**src/logic/bms_pkg.sv**
```systemverilog
// Package: constants and types for the block-move sequencer.
// Assumes a single-clock CPU core at 40 MHz with a simple memory bus.
package bms_pkg;

  // ------------------------------------------------------------
  // Widths
  // ------------------------------------------------------------
  localparam int ADDR_W = 16;
  localparam int DATA_W = 8;

  // ------------------------------------------------------------
  // Timing counts (states per instruction)
  // ------------------------------------------------------------
  localparam logic [3:0] BMS_SETUP_STATES = 4'h8;
  localparam logic [2:0] BMS_BYTE_STATES  = 3'h4;
  localparam logic [3:0] BMS_SETUP_LAST   = 4'h7;
  localparam logic [2:0] BMS_READ_STATE   = 3'h0;
  localparam logic [2:0] BMS_WRITE_STATE  = 3'h2;
  localparam logic [2:0] BMS_BYTE_LAST    = 3'h3;
  localparam logic [2:0] BMS_INSTR_BYTES  = 3'h4;

  // ------------------------------------------------------------
  // Reset values
  // ------------------------------------------------------------
  localparam logic [15:0] BMS_CNT_RST = 16'h0000;
  localparam logic [15:0] BMS_PTR_RST = 16'h0000;

  typedef enum logic [1:0] {
    BMS_IDLE  = 2'b00,
    BMS_SETUP = 2'b01,
    BMS_MOVE  = 2'b10,
    BMS_DONE  = 2'b11
  } bms_state_t;

endpackage

```
**src/logic/bms_phase_cnt.sv**
```systemverilog
// Phase counter: counts states inside setup and per-byte phases.
// Assumes the same clock and clock enable as the sequencer.
`timescale 1ns/10ps
module bms_phase_cnt
  import bms_pkg::*;
(
  input  wire logic       mclk,
  input  wire logic       resetn,
  input  wire logic       ce,
  input  wire logic       clr,
  input  wire logic       adv,
  output logic      [3:0] cnt
);
  always_ff @(posedge mclk or negedge resetn) begin
    if (!resetn) begin
      cnt <= 4'h0;
    end else if (ce) begin
      if (clr) begin
        cnt <= 4'h0;
      end else if (adv) begin
        cnt <= cnt + 4'h1;
      end
    end
  end
endmodule

```
**src/logic/bms_seq.sv**
```systemverilog
// Block-move sequencer: copies bytes source to destination.
// Assumes a memory bus that completes in one state unless mem_wait.
//
// Operation
// Byte form decrements 8-bit count until zero
// Word form uses 16-bit count until zero
// Read source, write destination, bump both pointers
// Zero count at start skips all transfers
// On-chip timing is 8 plus 4n states
// Slow-clock synchronised transfers stretch execution time
// Four-byte instruction; registers keep final values
`timescale 1ns/10ps
module bms_seq
  import bms_pkg::*;
(
  input  wire logic              mclk,
  input  wire logic              resetn,
  input  wire logic              ce,
  input  wire logic              start,
  input  wire logic              word_form,
  input  wire logic [15:0]       word_count_register_in,
  input  wire logic [15:0]       source_pointer_in,
  input  wire logic [15:0]       destination_pointer_in,
  input  wire logic              mem_wait,
  input  wire logic [7:0]        mem_rdata,
  output logic                   mem_rd,
  output logic                   mem_wr,
  output logic      [15:0]       mem_addr,
  output logic      [7:0]        mem_wdata,
  output logic      [15:0]       word_count_register,
  output logic      [15:0]       source_pointer,
  output logic      [15:0]       destination_pointer,
  output logic                   busy,
  output logic                   done,
  output logic      [2:0]        pc_advance
);

  // ------------------------------------------------------------
  // State
  // ------------------------------------------------------------
  bms_state_t state_r;
  bms_state_t state_nxt;
  logic       word_r;
  logic [7:0] data_r;
  logic [3:0] phase;
  logic       ph_clr;
  logic       ph_adv;
  logic       cnt_zero;
  logic       last_byte;

  function automatic logic count_is_zero(input logic w,
                                         input logic [15:0] c);
    count_is_zero = w ? (c == 16'h0000) : (c[7:0] == 8'h00);
  endfunction

  assign cnt_zero  = count_is_zero(word_r, word_count_register);
  // Count already dropped at the write state, so zero means last
  assign last_byte = count_is_zero(word_r, word_count_register);

  bms_phase_cnt u_phase (
    .mclk   (mclk),
    .resetn (resetn),
    .ce     (ce),
    .clr    (ph_clr),
    .adv    (ph_adv),
    .cnt    (phase)
  );

  // ------------------------------------------------------------
  // Sequencing
  // ------------------------------------------------------------
  // Waits hold the phase still; that is what stretches timing
  assign ph_adv = (state_r == BMS_SETUP || state_r == BMS_MOVE)
                  && !mem_wait;

  always_comb begin
    state_nxt = state_r;
    ph_clr    = 1'b0;
    case (state_r)
      BMS_IDLE: begin
        if (start) begin
          state_nxt = BMS_SETUP;
          ph_clr    = 1'b1;
        end
      end
      BMS_SETUP: begin
        if (phase == BMS_SETUP_LAST && !mem_wait) begin
          ph_clr    = 1'b1;
          state_nxt = cnt_zero ? BMS_DONE : BMS_MOVE;
        end
      end
      BMS_MOVE: begin
        if (phase[2:0] == BMS_BYTE_LAST && !mem_wait) begin
          ph_clr = 1'b1;
          if (last_byte) begin
            state_nxt = BMS_DONE;
          end
        end
      end
      BMS_DONE: state_nxt = BMS_IDLE;
      default:  state_nxt = BMS_IDLE;
    endcase
  end

  always_ff @(posedge mclk or negedge resetn) begin
    if (!resetn) begin
      state_r <= BMS_IDLE;
    end else if (ce) begin
      state_r <= state_nxt;
    end
  end

  // ------------------------------------------------------------
  // Registers: pointers and count
  // ------------------------------------------------------------
  always_ff @(posedge mclk or negedge resetn) begin
    if (!resetn) begin
      word_r              <= 1'b0;
      word_count_register <= BMS_CNT_RST;
      source_pointer      <= BMS_PTR_RST;
      destination_pointer <= BMS_PTR_RST;
    end else if (ce) begin
      if (state_r == BMS_IDLE && start) begin
        word_r              <= word_form;
        word_count_register <= word_count_register_in;
        source_pointer      <= source_pointer_in;
        destination_pointer <= destination_pointer_in;
      end else if (state_r == BMS_MOVE && !mem_wait
                   && phase[2:0] == BMS_WRITE_STATE) begin
        source_pointer      <= source_pointer + 16'h0001;
        destination_pointer <= destination_pointer + 16'h0001;
        if (word_r) begin
          word_count_register <= word_count_register - 16'h0001;
        end else begin
          // Upper byte of the word untouched in byte form
          word_count_register[7:0] <= word_count_register[7:0]
                                      - 8'h01;
        end
      end
    end
  end

  // ------------------------------------------------------------
  // Memory bus
  // ------------------------------------------------------------
  always_ff @(posedge mclk or negedge resetn) begin
    if (!resetn) begin
      data_r <= 8'h00;
    end else if (ce && state_r == BMS_MOVE && !mem_wait
                 && phase[2:0] == BMS_READ_STATE) begin
      data_r <= mem_rdata;
    end
  end

  assign mem_rd    = state_r == BMS_MOVE
                     && phase[2:0] == BMS_READ_STATE;
  assign mem_wr    = state_r == BMS_MOVE
                     && phase[2:0] == BMS_WRITE_STATE;
  assign mem_addr  = mem_wr ? destination_pointer : source_pointer;
  assign mem_wdata = data_r;
  assign busy      = state_r != BMS_IDLE;
  assign done      = state_r == BMS_DONE;
  // Fixed instruction length regardless of form
  assign pc_advance = done ? BMS_INSTR_BYTES : 3'h0;

  // ------------------------------------------------------------
  // Assertions
  // ------------------------------------------------------------
  int unsigned st_cnt;
  logic [15:0] n_at_start;
  always_ff @(posedge mclk or negedge resetn) begin
    if (!resetn) begin
      st_cnt     <= 0;
      n_at_start <= 16'h0000;
    end else if (ce) begin
      if (state_r == BMS_IDLE && start) begin
        st_cnt     <= 0;
        n_at_start <= word_form ? word_count_register_in
                                : {8'h00, word_count_register_in[7:0]};
      end else if (busy && !done) begin
        st_cnt <= st_cnt + 1;
      end
    end
  end

  logic any_wait;
  always_ff @(posedge mclk or negedge resetn) begin
    if (!resetn) begin
      any_wait <= 1'b0;
    end else if (ce) begin
      if (state_r == BMS_IDLE) begin
        any_wait <= 1'b0;
      end else if (mem_wait) begin
        any_wait <= 1'b1;
      end
    end
  end
endmodule

```
**config.mk**
```make
export PLATFORM = sky130hd
export DESIGN_NAME = bms_seq
export DESIGN_NICKNAME = d
export VERILOG_FILES = /design/src/logic/bms_pkg.sv /design/src/logic/bms_phase_cnt.sv /design/src/logic/bms_seq.sv
export SDC_FILE = /design/constraint.sdc
export NUM_CORES = 1
export LEC_CHECK = 0
export ABC_CLOCK_PERIOD_IN_PS = 2300
export CORE_AREA = 2 2 103 105
export CTS_CLUSTER_SIZE = 40
export DETAILED_ROUTE_END_ITERATION = 10
export DIE_AREA = 0 0 105 107
export DONT_BUFFER_PORTS = 1
export PLACE_DENSITY_LB_ADDON = 0.08
export RECOVER_POWER = 100
export SLEW_MARGIN = 20
export SYNTH_ARGS = -nofsm -noshare
export SYNTH_HDL_FRONTEND = slang
export SYNTH_SLANG_ARGS = --single-unit
```
**constraint.sdc**
```tcl
create_clock -name mclk -period 2.3 [get_ports mclk]
set_input_delay 0.115 -clock mclk [delete_from_list [all_inputs] [get_ports mclk]]
set_output_delay 0.115 -clock mclk [all_outputs]
set_load 0.005 [all_outputs]
```
==> results of run 1 <==
## sequential cells by signal (all words and copies together) (netlist names)
name and cells:
destination_pointer 16, mem_wdata 8, u_phase.cnt 4, source_pointer 16, word_count_register 16, word_r 1, state_r 2
## routing by layer
metal | part of all wire [%] | GRT usage [%] | wire, um
met4 | 2.1 | 10.1 | 275
met1 | 42 | 28.1 | 5450
met3 | 7.6 | 6.20 | 988
met5 | 0 | 0 | 0
met2 | 48 | 39.1 | 6220
## area by class of cell
type / instances / share of cell area [%]
Timing Repair Buffer: 68 / 11.8
Tap cell: 136 / 3.58
Clock buffer: 9 / 2.60
Inverter: 19 / 1.50
Clock inverter: 7 / 0.842
Sequential cell: 63 / 33.1
Multi-Input combinational cell: 380 / 46.5
## timing repair
item | CTS | global route
endpoints found under the hold margin | 102 | 0
hold buffers | 39 | 0
setup endpoints to repair | 0 | 2
buffers inserted | 0 | 1
## cell families (layout without fill, tap and decap cells)
family                     Yosys count  after routing
muxes                               10             10
AOI/OAI and AO/OA                  147            147
adders and majority gates           12             12
and+or+nand+nor                    209            209
buffers and inverters               50            103
other                                1              2
DFF                                 63             63
## power by group
group	leakage (uW)	internal [uW]	switching [uW]
logic	0.00120	903	1300
registers	0.000761	1600	794
clock network	0.0000846	381	487
## cell usage in the layout (no fill, tap or decap), types with 4 or more instances in the layout
master	synthesis	layout
ha_1	12	12
nand2_1	88	87
o21ai_0	41	41
mux2_2	10	10
nand3_1	29	29
a22oi_1	4	4
nor2b_1	4	4
nor2_1	32	32
nand4_1	6	6
dlygate4sd3_1	0	38
dfrtp_1	63	63
clkbuf_8	0	9
clkbuf_2	0	5
a21oi_1	44	44
o22ai_1	6	6
inv_1	18	18
clkinv_2	0	5
a21o_1	4	4
and3_1	7	7
o211ai_1	5	5
clkbuf_1	22	8
a22o_1	4	4
a31oi_1	7	7
a2bb2oi_1	4	4
buf_4	3	17
nor3_1	12	12
## how the worst max path moves through the flow
| stage | from | end | cells after the start |
|---|---|---|---|
| after global placement | word_count_register[1] | state_r[1] | 7 |
| after floorplan | word_count_register[0] | state_r[1] | 7 |
| after global routing | state_r[0] | source_pointer[15] | 9 |
| after CTS | state_r[0] | mem_addr[2] | 7 |
| after detailed placement | word_count_register[1] | state_r[1] | 7 |
| final | word_count_register[1] | state_r[1] | 7 |
## through the flow
stage                     util [%]  setup slack [ns]  hold WS [ns]
after floorplan                  -             0.323        -0.181
after global placement        42.0             0.246        -0.179
after detailed placement      42.0             0.207        -0.177
after CTS                     47.7            0.0746       0.00264
after global routing          47.1            0.0668        0.0212
final                         47.1             0.193        0.0142
==> flow_summary.json, run 1 <==
{
  "ir_drop_mv": 0.433,
  "drc": 0,
  "grt_pass1_wl_mm": 20.9,
  "yosys.area.top_type_share_pct": 39.6,
  "synth_xor_area_share_pct": 0,
  "synth.avg_cell_area_sq_um": 8.09,
  "synth_compound_area_share_pct": 23.0,
  "clockBufferDepth": 2,
  "crit_required_ns": 2.53,
  "final-setup-viol-count": 0,
  "multi_input_area_sq_um": 2210,
  "h-tree-depth": 3,
  "path_max_fanout": 4,
  "synth_edf_count": 0,
  "fill_cells": 1062,
  "cts_tree": "done",
  "area_growth_pct": 19.5,
  "clock_latency_ns": 0.35,
  "crit_family": "simple AND/OR/NAND/NOR gates",
  "routed_wl_mm": 12.9,
  "syn-instance-count": 492,
  "wire_per_inst_um": 19.0,
  "place_area_sq_um": 4240,
  "r2r_cells": 7,
  "ant_nets": 0,
  "slowest_delay_ns": 0.52,
  "io_buffers": 0,
  "yosys_warnings": 0,
  "ys_seq_area_share_pct": 39.6,
  "reg2reg_from": "word_count_register[1]",
  "min_path_cells": 2,
  "hold_path.class": "primary input to flop",
  "grt_pass1_vias": 4085,
  "async_reset_ff_share_pct": 100,
  "hpwl_mm": 9.18,
  "crit_path_end_kind": "flop",
  "ctsRootBufferMaster": "clkbuf_8",
  "cts_made_buffers": 9,
  "yosys.area_share.simple_pct": 25.5,
  "power.leakage_uw": 0.00204,
  "r2r_slack_ns": 0.19,
  "cts.repair.resized": 0,
  "yosys.area.top_type": "dfrtp_1",
  "fin_skew_ns": 0.00824,
  "num_rows": 37,
  "tns_ns": 0,
  "power_density_nw_per_um2": 1150,
  "cts.sinks": 63,
  "synth_top_family_by_area": "simple AND/OR/NAND/NOR gates",
  "syn_area_sq_um": 3980,
  "hp-start": "destination_pointer_in[13]",
  "critPathBufInv": 1,
  "synth_seq_cells": 63,
  "first_pass_iters": 4,
  "layout-drive-gt1-share_pct": 10.8,
  "final_area_sq_um": 4760,
  "synthTopCellsByCount": "nand2_1 (88), dfrtp_1 (63), a21oi_1 (44)",
  "instances_no_fill": 682,
  "antenna_found_initial": 0,
  "drt-initial-drc-count": 201,
  "dieArea_sq_um": 11200,
  "rsz0062_at_grt": "no",
  "start_util_pct": 39.4,
  "fmax_mhz": 475,
  "via_count": 3973,
  "slew-limit-headroom_pct": -12.0,
  "min_period_over_period_pct": 91.6,
  "cap_violations": 1,
  "netlist_top_cells_area": "dfrtp_1 (40%), nand2_1 (8.3%), a21oi_1 (5.5%), o21ai_0 (5.2%), ha_1 (3.8%)",
  "die_y_um": 107,
  "finalHoldViolCount": 0,
  "ys.flop_type": "dfrtp_1",
  "grt_use_total_pct": 23.3,
  "critPathKind": "flop to flop",
  "slowest_stage": "or4b_4",
  "synth_cell_type_count": 56,
  "min_to": "destination_pointer[13]",
  "n_antenna_cell": 0,
  "die_x_um": 105,
  "vias_per_cell": 5.83,
  "rr_endpoint": "state_r[1]",
  "fin_nets": 615,
  "yosys.area_share.adder_pct": 3.77,
  "coreArea_sq_um": 10100,
  "gp_congestion": 0.800,
  "power_uw": 5470,
  "critPathLaunchType": "flop",
  "outcome": "finished with violations",
  "yosysMostFrequentCell": "nand2_1",
  "critical_path_arrival_ns": 2.34,
  "dp_cells": 626,
  "finalMaxSlewViolations": 64,
  "grt_max_degree": 64,
  "crit_chain": "inv_1, ha_1, or4b_4, nor2b_4, a31oi_1, nor2_1, mux2_2",
  "regArea_sq_um": 1580,
  "io_pins": 141,
  "synth_mux_area_share_pct": 2.83,
  "grt_overflow_total": 0,
  "violations": "max-capacitance violations, max-slew violations",
  "clkTransAtPathRegs_ns": 0.08,
  "max_slew.worst_pin.slew_ns": 1.68,
  "post-route-min-period_ns": 2.11
}
Note: power is estimated with default switching activity, not from simulation.
==> inputs of run 2 (changes only) <==
--- a/config.mk
+++ b/config.mk
@@ -6,10 +6,10 @@
 export NUM_CORES = 1
 export LEC_CHECK = 0
 export ABC_CLOCK_PERIOD_IN_PS = 2300
-export CORE_AREA = 2 2 103 105
+export CORE_AREA = 2 2 130 132
 export CTS_CLUSTER_SIZE = 40
 export DETAILED_ROUTE_END_ITERATION = 10
-export DIE_AREA = 0 0 105 107
+export DIE_AREA = 0 0 132 134
 export DONT_BUFFER_PORTS = 1
 export PLACE_DENSITY_LB_ADDON = 0.08
 export RECOVER_POWER = 100
==> run 2 against run 1 <==
The flow still finishes with violations (max-capacitance violations, max-slew violations). Cell area grew 5.5%. Fmax down 4.8%. First-iteration DRC count fell by 34%. Highest routed layer unchanged. Via count fell by 1.9%. Critical path depth stayed put. Flip-flop and latch count is the same.
==> flow_summary.json, run 2 (synthesis gave the netlist of run 1 again) <==
{
  "min_period_over_period_pct": 96.2,
  "mostFrequentLayoutCells": "nand2_1 (87), dfrtp_1 (63), a21oi_1 (44)",
  "crit_path_end_kind": "flop",
  "die_x_um": 132,
  "coreArea_sq_um": 16300,
  "slew-limit-headroom_pct": -21.5,
  "area_growth_pct": 26.1,
  "final-setup-viol-count": 0,
  "ant_nets": 0,
  "multi_input_area_sq_um": 2210,
  "h-tree-depth": 3,
  "fin_skew_ns": 0.00906,
  "finalHoldViolCount": 0,
  "cts_tree": "done",
  "clock_latency_ns": 0.34,
  "reg_top3": "destination_pointer: 16 flops, source_pointer: 16 flops, word_count_register: 16 flops",
  "io_pins": 141,
  "crit_required_ns": 2.52,
  "critPathLaunchType": "flop",
  "critPathKind": "flop to flop",
  "dieArea_sq_um": 17700,
  "routed_wl_mm": 14.5,
  "min_path_cells": 3,
  "tns_ns": 0,
  "rr_endpoint": "state_r[1]",
  "fill_cells": 1767,
  "grt_overflow_total": 0,
  "hpwl_mm": 10.6,
  "critical_path_arrival_ns": 2.43,
  "min_to": "source_pointer[11]",
  "cts_made_buffers": 9,
  "antenna_found_initial": 0,
  "ctsRootBufferMaster": "clkbuf_16",
  "post-route-min-period_ns": 2.21,
  "path_max_fanout": 7,
  "hp-start": "source_pointer_in[11]",
  "grt_pass1_vias": 3982,
  "die_y_um": 134,
  "outcome": "finished with violations",
  "drc": 0,
  "finalMaxSlewViolations": 64,
  "gp_congestion": 0.733,
  "grt_pass1_wl_mm": 22.9,
  "r2r_slack_ns": 0.09,
  "wire_per_inst_um": 19.0,
  "utilization_pct": 30.8,
  "fmax_mhz": 452,
  "fin_nets": 615,
  "rsz0062_at_grt": "no",
  "power.leakage_uw": 0.00211,
  "io_buffers": 0,
  "cap_violations": 1,
  "regArea_sq_um": 1580,
  "grt_max_degree": 64,
  "first_pass_iters": 4,
  "clockBufferDepth": 2,
  "grt_use_total_pct": 16.6,
  "r2r_cells": 7,
  "ir_drop_mv": 0.438,
  "n_antenna_cell": 0,
  "max_slew.worst_pin.slew_ns": 1.82,
  "power_density_nw_per_um2": 1190,
  "clkTransAtPathRegs_ns": 0.06,
  "vias_per_cell": 5.10,
  "start_util_pct": 24.4,
  "num_rows": 47,
  "drt-initial-drc-count": 133,
  "hold_path.class": "primary input to flop",
  "final_common_cell": "nand2_1",
  "violations": "max-capacitance violations, max-slew violations",
  "cts.sinks": 63,
  "via_count": 3896,
  "layout-drive-gt1-share_pct": 10.7,
  "reg2reg_from": "word_count_register[1]"
}
==> run 2: changes by cell type in the layout (fill, tap and decap cells not counted), sizes merged <==
cell,change
buf,+3
clkinv,-4
dlygate4sd3,-1
==> run 2: report_power, final <==
part | total (uW) | switching (uW) | internal (uW)
registers | 2400 | 795 | 1610
clock network | 1310 | 535 | 775
logic | 2270 | 1330 | 938
total | 5980 | 2660 | 3320
==> run 2: timing repair <==
| action | in CTS | in global routing |
|---|---|---|
| hold buffers | 38 | 0 |
| gates resized for setup | 0 | 2 |
| endpoints found under the setup margin | 0 | 9 |
| endpoints found under the hold margin | 100 | 0 |
| setup buffers | 0 | 3 |
==> run 2: worst max-delay path by stage <==
stage                                 startpoint     endpoint  slack, ns  cells past startpoint
after floorplan           word_count_register[0]   state_r[1]       0.32                      7
after global placement    word_count_register[1]   state_r[1]       0.17                      7
after detailed placement  word_count_register[1]   state_r[1]       0.14                      7
after CTS                             state_r[0]  mem_addr[5]       0.02                      6
after global routing      word_count_register[1]   state_r[1]       0.02                      7
final                     word_count_register[1]   state_r[1]       0.09                      7
==> run 2: layout make-up <==
cell class / instances / area share [%]
multi-input cells: 380 / 44.0
clock inverters: 3 / 0.399
clock buffers: 11 / 5.04
well taps: 220 / 5.48
inverters: 19 / 1.42
flip-flops and latches: 63 / 31.4
repair buffers: 68 / 12.2
==> run 2: per-stage QoR <==
| step | power [uW] | area, sq um | hold slack, ns | setup WS [ns] | std cells |
|---|---|---|---|---|---|
| after floorplan | 3770 | 3980 | -0.181 | 0.323 | 493 |
| after global placement | 4670 | 4380 | -0.178 | 0.169 | 709 |
| after detailed placement | 4680 | 4380 | -0.177 | 0.138 | 709 |
| after CTS | 6110 | 5050 | 0.00134 | 0.0214 | 761 |
| after global routing | 6510 | 5020 | 0.0161 | 0.0243 | 764 |
| final | 5980 | 5020 | 0.00992 | 0.0883 | 764 |
==> run 2: per-layer routing <==
metal  wire length (um)  up-vias  track usage [%]
li1                   -     1879                -
met1               6200     1878             19.7
met2               6870      127             27.6
met3               1250       12             6.88
met4                176        0             4.59
met5                  0        -                0
==> run 2: worst max-delay path, cell delays in order (launching register included) <==
cell	delay [ns]
dfrtp_1	0.41
inv_1	0.09
ha_1	0.21
or4b_1	0.56
nor2b_4	0.23
a31oi_1	0.14
nor2_1	0.11
mux2_2	0.33
